[src/include/sfw_pkg.sv]
/*
  Constants and types for the serial flash write-protect block: SPI
  command codes, status and lock field positions, Avalon register map
  and the packed state record of the checker.
  Assumes a single reference clock domain; SPI pins arrive asynchronous.
*/
package sfw_pkg;

  // ---------------------------------------------------------------
  // Geometry
  // ---------------------------------------------------------------
  localparam int unsigned ADDR_W     = 24;
  localparam int unsigned SECT_LSB   = 16;
  localparam int unsigned SUB_LSB    = 12;
  localparam int unsigned NUM_SECT   = 128;

  // ---------------------------------------------------------------
  // SPI command codes
  // ---------------------------------------------------------------
  localparam logic [7:0] CMD_WREN    = 8'h06;
  localparam logic [7:0] CMD_WRDI    = 8'h04;
  localparam logic [7:0] CMD_WRSR    = 8'h01;
  localparam logic [7:0] CMD_WRLOCK  = 8'hE5;
  localparam logic [7:0] CMD_PROG    = 8'h02;
  localparam logic [7:0] CMD_SECT_ER = 8'hD8;
  localparam logic [7:0] CMD_SUB_ER  = 8'h20;

  // ---------------------------------------------------------------
  // Field positions and reset values
  // ---------------------------------------------------------------
  localparam int unsigned SR_SIZE_LO = 2;
  localparam int unsigned SR_TB      = 5;
  localparam int unsigned SR_SIZE3   = 6;
  localparam int unsigned LK_WLOCK   = 0;
  localparam int unsigned LK_LDOWN   = 1;
  localparam logic        WEL_RST    = 1'b0;
  localparam logic        TB_RST     = 1'b0;
  localparam logic [3:0]  SIZE_RST   = 4'h0;

  // ---------------------------------------------------------------
  // Register map (byte offsets) and status bit positions
  // ---------------------------------------------------------------
  localparam logic [3:0] REG_STATUS    = 4'h0;
  localparam logic [3:0] REG_SECT_SEL  = 4'h4;
  localparam logic [3:0] REG_SECT_LOCK = 4'h8;
  localparam logic [3:0] REG_LAST_OP   = 4'hC;
  localparam int unsigned ST_LAST_OK   = 6;
  localparam int unsigned ST_LAST_REJ  = 7;

  typedef enum logic [1:0] {
    EXEC_PROG = 2'b00,
    EXEC_SECT = 2'b01,
    EXEC_SUB  = 2'b10
  } sfw_exec_t;

  typedef enum logic {
    FR_IDLE  = 1'b0,
    FR_SHIFT = 1'b1
  } sfw_frame_t;

  typedef struct packed {
    logic        read;
    logic        write;
    logic [3:0]  address;
    logic [3:0]  byteenable;
    logic [31:0] writedata;
  } sfw_av_req_t;

  typedef struct packed {
    sfw_frame_t         frame;
    logic [2:0]         sync1;
    logic [2:0]         sync2;
    logic [2:0]         prev;
    logic [6:0]         sh;
    logic [2:0]         bitcnt;
    logic [2:0]         bytecnt;
    logic [7:0]         op;
    logic [23:0]        addr;
    logic [7:0]         data;
    logic               wel;
    logic               tb;
    logic [3:0]         prot_size;
    logic [127:0]       wlock;
    logic [127:0]       ldown;
    logic [6:0]         sect_sel;
    logic               last_ok;
    logic               last_rej;
    logic               waitreq;
    logic [31:0]        rdata;
    logic               exec_valid;
    sfw_exec_t          exec_kind;
    logic [23:0]        exec_addr;
    logic               reject;
  } sfw_state_t;

endpackage

[src/sfw_prot_map.sv]
/*
  Address map and protection decode: sector and subsector of an array
  address, and whether the size field or the write-lock bit guards it.
  Purely combinational; the caller registers what it needs.
*/
module sfw_prot_map
  import sfw_pkg::*;
(
  input  wire logic [23:0]  i_addr,       // Array byte address
  input  wire logic         i_tb,         // Bottom-region select
  input  wire logic [3:0]   i_prot_size,  // Protected size field
  input  wire logic [127:0] i_wlock,      // Sector write-lock bits
  output logic      [6:0]   o_sector,     // 64KB sector index
  output logic      [10:0]  o_subsector,  // 4KB subsector index
  output logic              o_size_prot,  // Guarded by size field
  output logic              o_prot        // Guarded by either means
);

  import sfw_pkg::*;

  logic [7:0] span;

  // Top address bit lies beyond the 8MB array and is ignored
  assign o_sector    = i_addr[SECT_LSB+6:SECT_LSB];
  assign o_subsector = i_addr[SUB_LSB+10:SUB_LSB];

  always_comb begin
    span = 8'h00;
    o_size_prot = 1'b0;
    if (i_prot_size[3]) begin
      o_size_prot = 1'b1;
    end else if (i_prot_size[2:0] != 3'h0) begin
      span = 8'h01 << (i_prot_size[2:0] - 3'h1);
      if (i_tb) begin
        o_size_prot = {1'b0, o_sector} < span;
      end else begin
        o_size_prot = {1'b0, o_sector} >= (8'h80 - span);
      end
    end else begin
      o_size_prot = 1'b0;
    end
  end

  assign o_prot = o_size_prot | i_wlock[o_sector];

endmodule // sfw_prot_map

[src/sfw_write_protect.sv]
/*
  Write-protect checker of a serial NOR flash. Samples the SPI pins,
  collects opcode, address and data bytes, and at deselect decides
  whether a modifying command may run. Granted program and erase
  requests leave as a one-cycle pulse; the array itself is elsewhere.
  Assumes SPI mode 0 or 3 with data taken on the rising serial clock,
  and a serial clock well below a quarter of i_ref_clk.
*/
// Design decisions made here: the placing of the registers and the Avalon-MM register port.
module sfw_write_protect
  import sfw_pkg::*;
(
  input  wire logic              i_ref_clk,     // Reference clock
  input  wire logic              i_resetn,      // Async reset, low
  input  wire logic              i_spi_sck,     // Serial clock pin
  input  wire logic              i_spi_cs_n,    // Chip select, low
  input  wire logic              i_spi_mosi,    // Serial data in
  input  wire sfw_pkg::sfw_av_req_t i_av,       // Avalon request
  output logic      [31:0]       o_readdata,    // Avalon read data
  output logic                   o_waitrequest, // Avalon wait
  output logic                   o_exec_valid,  // Granted op pulse
  output sfw_pkg::sfw_exec_t     o_exec_kind,   // Granted op kind
  output logic      [23:0]       o_exec_addr,   // Granted op address
  output logic                   o_reject       // Refused op pulse
);

  import sfw_pkg::*;

  sfw_state_t st_q;
  sfw_state_t st_d;

  logic [6:0]  sector;
  logic [10:0] subsector;
  logic        size_prot;
  logic        prot;
  logic        sck_rise;
  logic        cs_rise;
  logic        cs_fall;
  logic        frame_end;
  logic        aligned;
  logic        modify_op;
  logic [7:0]  new_byte;
  logic        av_take;

  // ---------------------------------------------------------------
  // Protection decode
  // ---------------------------------------------------------------
  sfw_prot_map u_map (
    .i_addr      (st_q.addr),
    .i_tb        (st_q.tb),
    .i_prot_size (st_q.prot_size),
    .i_wlock     (st_q.wlock),
    .o_sector    (sector),
    .o_subsector (subsector),
    .o_size_prot (size_prot),
    .o_prot      (prot)
  );

  function automatic logic is_array_op(input logic [7:0] op);
    return (op == CMD_PROG) || (op == CMD_SECT_ER) || (op == CMD_SUB_ER);
  endfunction

  // Index 0 sck, 1 cs_n, 2 mosi; edges seen on the second stage only
  assign sck_rise  = st_q.sync2[0] & ~st_q.prev[0];
  assign cs_rise   = st_q.sync2[1] & ~st_q.prev[1];
  assign cs_fall   = ~st_q.sync2[1] & st_q.prev[1];
  assign frame_end = cs_rise && (st_q.frame == FR_SHIFT);
  assign aligned   = (st_q.bitcnt == 3'h0);
  assign modify_op = is_array_op(st_q.op) || (st_q.op == CMD_WRSR) ||
                     (st_q.op == CMD_WRLOCK);
  assign new_byte  = {st_q.sh, st_q.sync2[2]};
  assign av_take   = (i_av.read | i_av.write) & st_q.waitreq;

  // ---------------------------------------------------------------
  // Next state
  // ---------------------------------------------------------------
  always_comb begin
    st_d = st_q;
    st_d.sync1 = {i_spi_mosi, i_spi_cs_n, i_spi_sck};
    st_d.sync2 = st_q.sync1;
    st_d.prev  = st_q.sync2;
    st_d.exec_valid = 1'b0;
    st_d.reject     = 1'b0;

    case (st_q.frame)
      FR_IDLE: begin
        if (cs_fall) begin
          st_d.frame   = FR_SHIFT;
          st_d.bitcnt  = 3'h0;
          st_d.bytecnt = 3'h0;
          st_d.op      = 8'h00;
        end
      end
      FR_SHIFT: begin
        if (cs_rise) begin
          st_d.frame = FR_IDLE;
        end else if (sck_rise) begin
          st_d.sh     = new_byte[6:0];
          st_d.bitcnt = st_q.bitcnt + 3'h1;
          if (st_q.bitcnt == 3'h7) begin
            if (st_q.bytecnt == 3'h0) begin
              st_d.op = new_byte;
            end else if (st_q.bytecnt < 3'h4) begin
              st_d.addr = {st_q.addr[15:0], new_byte};
            end else if (st_q.bytecnt == 3'h4) begin
              st_d.data = new_byte;
            end
            if (st_q.bytecnt != 3'h5) begin
              st_d.bytecnt = st_q.bytecnt + 3'h1;
            end
          end
        end
      end
      default: st_d.frame = FR_IDLE;
    endcase

    // Decision at deselect
    if (frame_end && st_q.bytecnt != 3'h0) begin
      if (!aligned) begin
        st_d.reject = modify_op;
      end else if (st_q.op == CMD_WREN) begin
        st_d.wel = 1'b1;
      end else if (st_q.op == CMD_WRDI) begin
        st_d.wel = 1'b0;
      end else if (modify_op && !st_q.wel) begin
        st_d.reject = 1'b1;
      end else if (st_q.op == CMD_WRSR) begin
        if (st_q.bytecnt >= 3'h2) begin
          st_d.tb        = st_q.addr[SR_TB];
          st_d.prot_size = {st_q.addr[SR_SIZE3],
                            st_q.addr[SR_SIZE_LO+2:SR_SIZE_LO]};
          st_d.wel       = 1'b0;
        end else begin
          st_d.reject = 1'b1;
        end
      end else if (st_q.op == CMD_WRLOCK) begin
        if (st_q.bytecnt < 3'h5 || st_q.ldown[sector]) begin
          st_d.reject = 1'b1;
        end else begin
          st_d.wlock[sector] = st_q.data[LK_WLOCK];
          st_d.ldown[sector] = st_q.data[LK_LDOWN];
          st_d.wel           = 1'b0;
        end
      end else if (is_array_op(st_q.op)) begin
        if (st_q.bytecnt < 3'h4 || prot) begin
          st_d.reject = 1'b1;
        end else begin
          st_d.exec_valid = 1'b1;
          st_d.exec_addr  = st_q.addr;
          st_d.exec_kind  = (st_q.op == CMD_PROG) ? EXEC_PROG :
                            (st_q.op == CMD_SECT_ER) ? EXEC_SECT : EXEC_SUB;
          st_d.wel        = 1'b0;
        end
      end
    end
    if (st_d.exec_valid) begin
      st_d.last_ok  = 1'b1;
      st_d.last_rej = 1'b0;
    end else if (st_d.reject) begin
      st_d.last_ok  = 1'b0;
      st_d.last_rej = 1'b1;
    end

    // Avalon slave: wait one cycle, then answer
    st_d.waitreq = ~av_take;
    if (av_take) begin
      if (i_av.address == REG_STATUS) begin
        st_d.rdata = {24'h0, st_q.last_rej, st_q.last_ok,
                      st_q.prot_size, st_q.tb, st_q.wel};
      end else if (i_av.address == REG_SECT_SEL) begin
        st_d.rdata = {25'h0, st_q.sect_sel};
      end else if (i_av.address == REG_SECT_LOCK) begin
        st_d.rdata = {30'h0, st_q.ldown[st_q.sect_sel],
                      st_q.wlock[st_q.sect_sel]};
      end else if (i_av.address == REG_LAST_OP) begin
        st_d.rdata = {st_q.addr, st_q.op};
      end else begin
        st_d.rdata = 32'h0;
      end
    end
    if (i_av.write && !st_q.waitreq && i_av.address == REG_SECT_SEL &&
        i_av.byteenable[0]) begin
      st_d.sect_sel = i_av.writedata[6:0];
    end
  end

  always_ff @(posedge i_ref_clk or negedge i_resetn) begin
    if (!i_resetn) begin
      st_q           <= '0;
      st_q.frame     <= FR_IDLE;
      st_q.sync1     <= 3'h2;
      st_q.sync2     <= 3'h2;
      st_q.prev      <= 3'h2;
      st_q.wel       <= WEL_RST;
      st_q.tb        <= TB_RST;
      st_q.prot_size <= SIZE_RST;
      st_q.waitreq   <= 1'b1;
      st_q.exec_kind <= EXEC_PROG;
    end else begin
      st_q <= st_d;
    end
  end

  assign o_readdata    = st_q.rdata;
  assign o_waitrequest = st_q.waitreq;
  assign o_exec_valid  = st_q.exec_valid;
  assign o_exec_kind   = st_q.exec_kind;
  assign o_exec_addr   = st_q.exec_addr;
  assign o_reject      = st_q.reject;
endmodule // sfw_write_protect

[config.mk]
export PLATFORM = sky130hd
export DESIGN_NAME = sfw_write_protect
export DESIGN_NICKNAME = d
export VERILOG_FILES = /design/src/include/sfw_pkg.sv /design/src/sfw_prot_map.sv /design/src/sfw_write_protect.sv
export SDC_FILE = /design/constraint.sdc
export NUM_CORES = 1
export LEC_CHECK = 0
export BUFFER_PORTS_ARGS = -buffer_cell sky130_fd_sc_hd__buf_2
export CORE_MARGIN = 3
export CORE_UTILIZATION = 50
export DETAILED_ROUTE_END_ITERATION = 12
export PLACE_DENSITY = 0.74
export SETUP_SLACK_MARGIN = 0.4
export SYNTH_ARGS = -nofsm -noshare
export SYNTH_HDL_FRONTEND = slang
export SYNTH_SLANG_ARGS = --single-unit
[constraint.sdc]
create_clock -name i_ref_clk -period 3.75 [get_ports i_ref_clk]
set_input_delay 0.1875 -clock i_ref_clk [delete_from_list [all_inputs] [get_ports i_ref_clk]]
set_output_delay 0.1875 -clock i_ref_clk [all_outputs]
set_load 0.02 [all_outputs]
==> summary.txt <==
Worst setup path
  – Family with the most delay on the worst path: simple AND/OR/NAND/NOR gates
  – WS Path Type: flip-flop to flip-flop
  – Worst Setup Start Kind: flip-flop
  – Critical path required time: 4.19 ns
  – Critical path's largest stage delay: 0.55 ns
  – Slowest cell on crit path: dfrtp_4
  – Worst-path cell chain: buf_12 -> buf_4 -> buf_4 -> and3b_1 -> a22oi_2 -> nor2_1 -> nor4_4 -> nand2_8 -> buf_12 -> buf_4 -> buf_6 -> nor3_1 -> mux2_2
  – Worst-path fanout max: 14
  – Critical path arrival: 4.12 ns
  – Worst R2R Setup Slack: 0.08 ns
  – Cell repeated most along the worst path: buf_4
  – WP buf/inv: 6
  – Crit. End Element: flip-flop

Logic synthesis
  – Yosys top cell area share: 45.9%
  – Post-synth net total: 1760
  – Post-Syn Area: 21000 um2
  – EDFF count, synth: 0
  – Post-synthesis sequential area ratio: 46.4%
  – Synth area leader: dfrtp_1
  – Post-synth top cells: 384 x dfrtp_1, 134 x a21o_1, 129 x mux2_2
  – Netlist cell types: 69
  – Most numerous cell in the Yosys netlist: dfrtp_1
  – Ys Warns: 0
  – Synth area leaders: dfrtp_1 46%, mux4_2 11%, mux2_2 6.9%
  – FF+latch count, synth: 388
  – Mapped Cells: 1691
  – Syn avg cell area: 12.4 um2
  – Asr flop ratio synth: 100%
  – Predominant post-synthesis flop cell: dfrtp_1

STA
  – Final Hold Fails: 0
  – Clock skew: 0.0143 ns
  – Fmax: 0.272 GHz
  – Tmin final: 3.67 ns
  – RSZ-0062 raised after global routing: yes
  – Final period utilization: 98.0%
  – Max-slew violations: 0
  – TNS Setup: 0 ns
  – Setup ws final: 0.0766 ns
  – Relative slew slack: 0.846%
  – Least-Margin Pin Slew: 1.48 ns
  – Setup violators final: 0

Placement
  – Gpl congestion: 0.931
  – DP HPWL: 38.5 mm
  – Setup slack at placement: 0.108 ns
  – Port bufs: 79

Clock network
  – Clk Latency, worst-skew pair: 0.57 ns
  – CTS max path bufs: 3
  – CTS H-tree lvls: 2
  – Root Buffer: clkbuf_16
  – Total CTS buffers: 42
  – Worst-path clk slew: 0.07 ns
  – CTS tree: yes
  – # clock sinks: 388

Drt
  – Initial DRC count: 2217
  – Post-route ant nets: 0
  – 1st-pass router iterations: 8
  – Vias: 16220
  – Drt drc: 0
  – Avg Vias per Cell: 6.85
  – Wire per inst: 26.9 um
  – WL final: 63.8 mm

Global route
  – First-pass GRT wire length: 94.5 mm
  – Initial antenna violation count: 0
  – Pin count of the biggest net entering global routing: 118
  – Vias in the first global route: 16037
  – Gr usage total: 27.2%
  – Gr ovfl total: 0

Hold path
  – Hold WC Path Type: primary input to flip-flop

Power
  – P_leak: 12.4 nW
  – Final Total Pwr: 9.16 mW
  – Cell Pwr Density: 365 nW/um2
  – Worst vdd ir: 0.000274 V

Die
  – Placement row count: 74
  – Core Region: 41100 um2
  – Io pins: 108
  – Die area: 44400 um2
  – Initial Util: 51.0%
  – Width of the die: 211 um
  – Die height: 211 um

Run
  – Max-cap violations: 1

Run status
  – Failing checks: max-capacitance violations
  – Status: finished, violations left

Finish
  – Fraction of layout cells with a size suffix above 1: 37.8%
  – Area grow syn2layout: 19.6%
  – Nets: 1873
[power breakdown]
part           switching (mW)  internal (mW)  total [mW]
Clock                    1.71           2.59        4.29
Sequential             0.0958           4.25        4.35
Combinational           0.311          0.212       0.522
Total                    2.11           7.05        9.16
[placed cells by master, fill, tap and decap left out, types with 51 or more instances in the layout]
cell / n
nor4_2: 52
buf_4: 124
a21o_1: 134
buf_2: 78
clkbuf_16: 51
dfrtp_1: 378
mux2_2: 113
mux2_1: 79
mux4_2: 98
nand2_1: 82
[cell type report]
class / count / area [um2]
sequential: 388 / 9730
multi-input combinational: 1088 / 10800
timing repair buffer: 265 / 2380
fill: 3021 / 16000
clock buffer: 64 / 1250
tap: 532 / 666
clock inverter: 12 / 175
antenna: 1 / 2.50
inverter: 19 / 78.8
[logic make-up (layout without fill, tap and decap cells)]
kind of cell             count (synthesis)  in the layout  share of synthesized area [%]
flip-flops                             388            388                           46.4
AND/OR/NAND/NOR                        379            379                           10.8
multiplexers                           362            362                           24.5
AO/OA/AOI/OAI                          323            323                           11.4
buffers and inverters                  215            360                           5.55
adder cells (fa/ha/maj)                 22             22                           1.31
XOR/XNOR                                 2              2                         0.0836
other                                    0              1                              0
[repair_timing]
item,CTS,global route
pin swaps,10,31
gates resized for setup,30,117
setup buffers,20,28
cloned,1,13
endpoints found under the setup margin,285,287
hold endpoints to repair,118,0
hold buffers,11,0
[worst min-delay path, cell delays in order]
cell     delay [ns]
buf_2          0.08
o21ai_2        0.04
buf_4          0.24
[path summary, 6_finish.rpt]
check / depth (start not counted) / to / start
max in group asynchronous: 3 / o_waitrequest / i_resetn
worst max-delay path: 13 / flip-flop / st_q[357]
worst min register to register: 0 / st_d[385] / st_d[388]
worst max register to register: 13 / flip-flop / st_q[357]
min in group asynchronous: 2 / asynchronous set/reset pin / i_resetn
worst min-delay path: 3 / o_waitrequest / i_av[41]
[stage by stage]
step | cells | cell area (um2) | util [%] | hold slack, ns
floorplan | 1691 | 21100 | - | -0.108
global placement | 2219 | 22100 | 53.7 | 0.295
detailed placement | 2219 | 22100 | 53.7 | 0.297
CTS | 2327 | 23900 | 58.3 | 0.0191
global route | 2368 | 25100 | 61.0 | 0.0540
finish | 2369 | 25100 | 61.0 | 0.0385
[layer usage]
metal / vias up / share of wire (%) / track usage [%]
met2: 1111 / 46 / 43.3
met4: 0 / 5.0 / 11.5
li1: 6621 / - / -
met3: 264 / 11 / 6.98
met5: - / 0 / 0
met1: 8224 / 38 / 35.8
(Power assumes the default switching activity.)
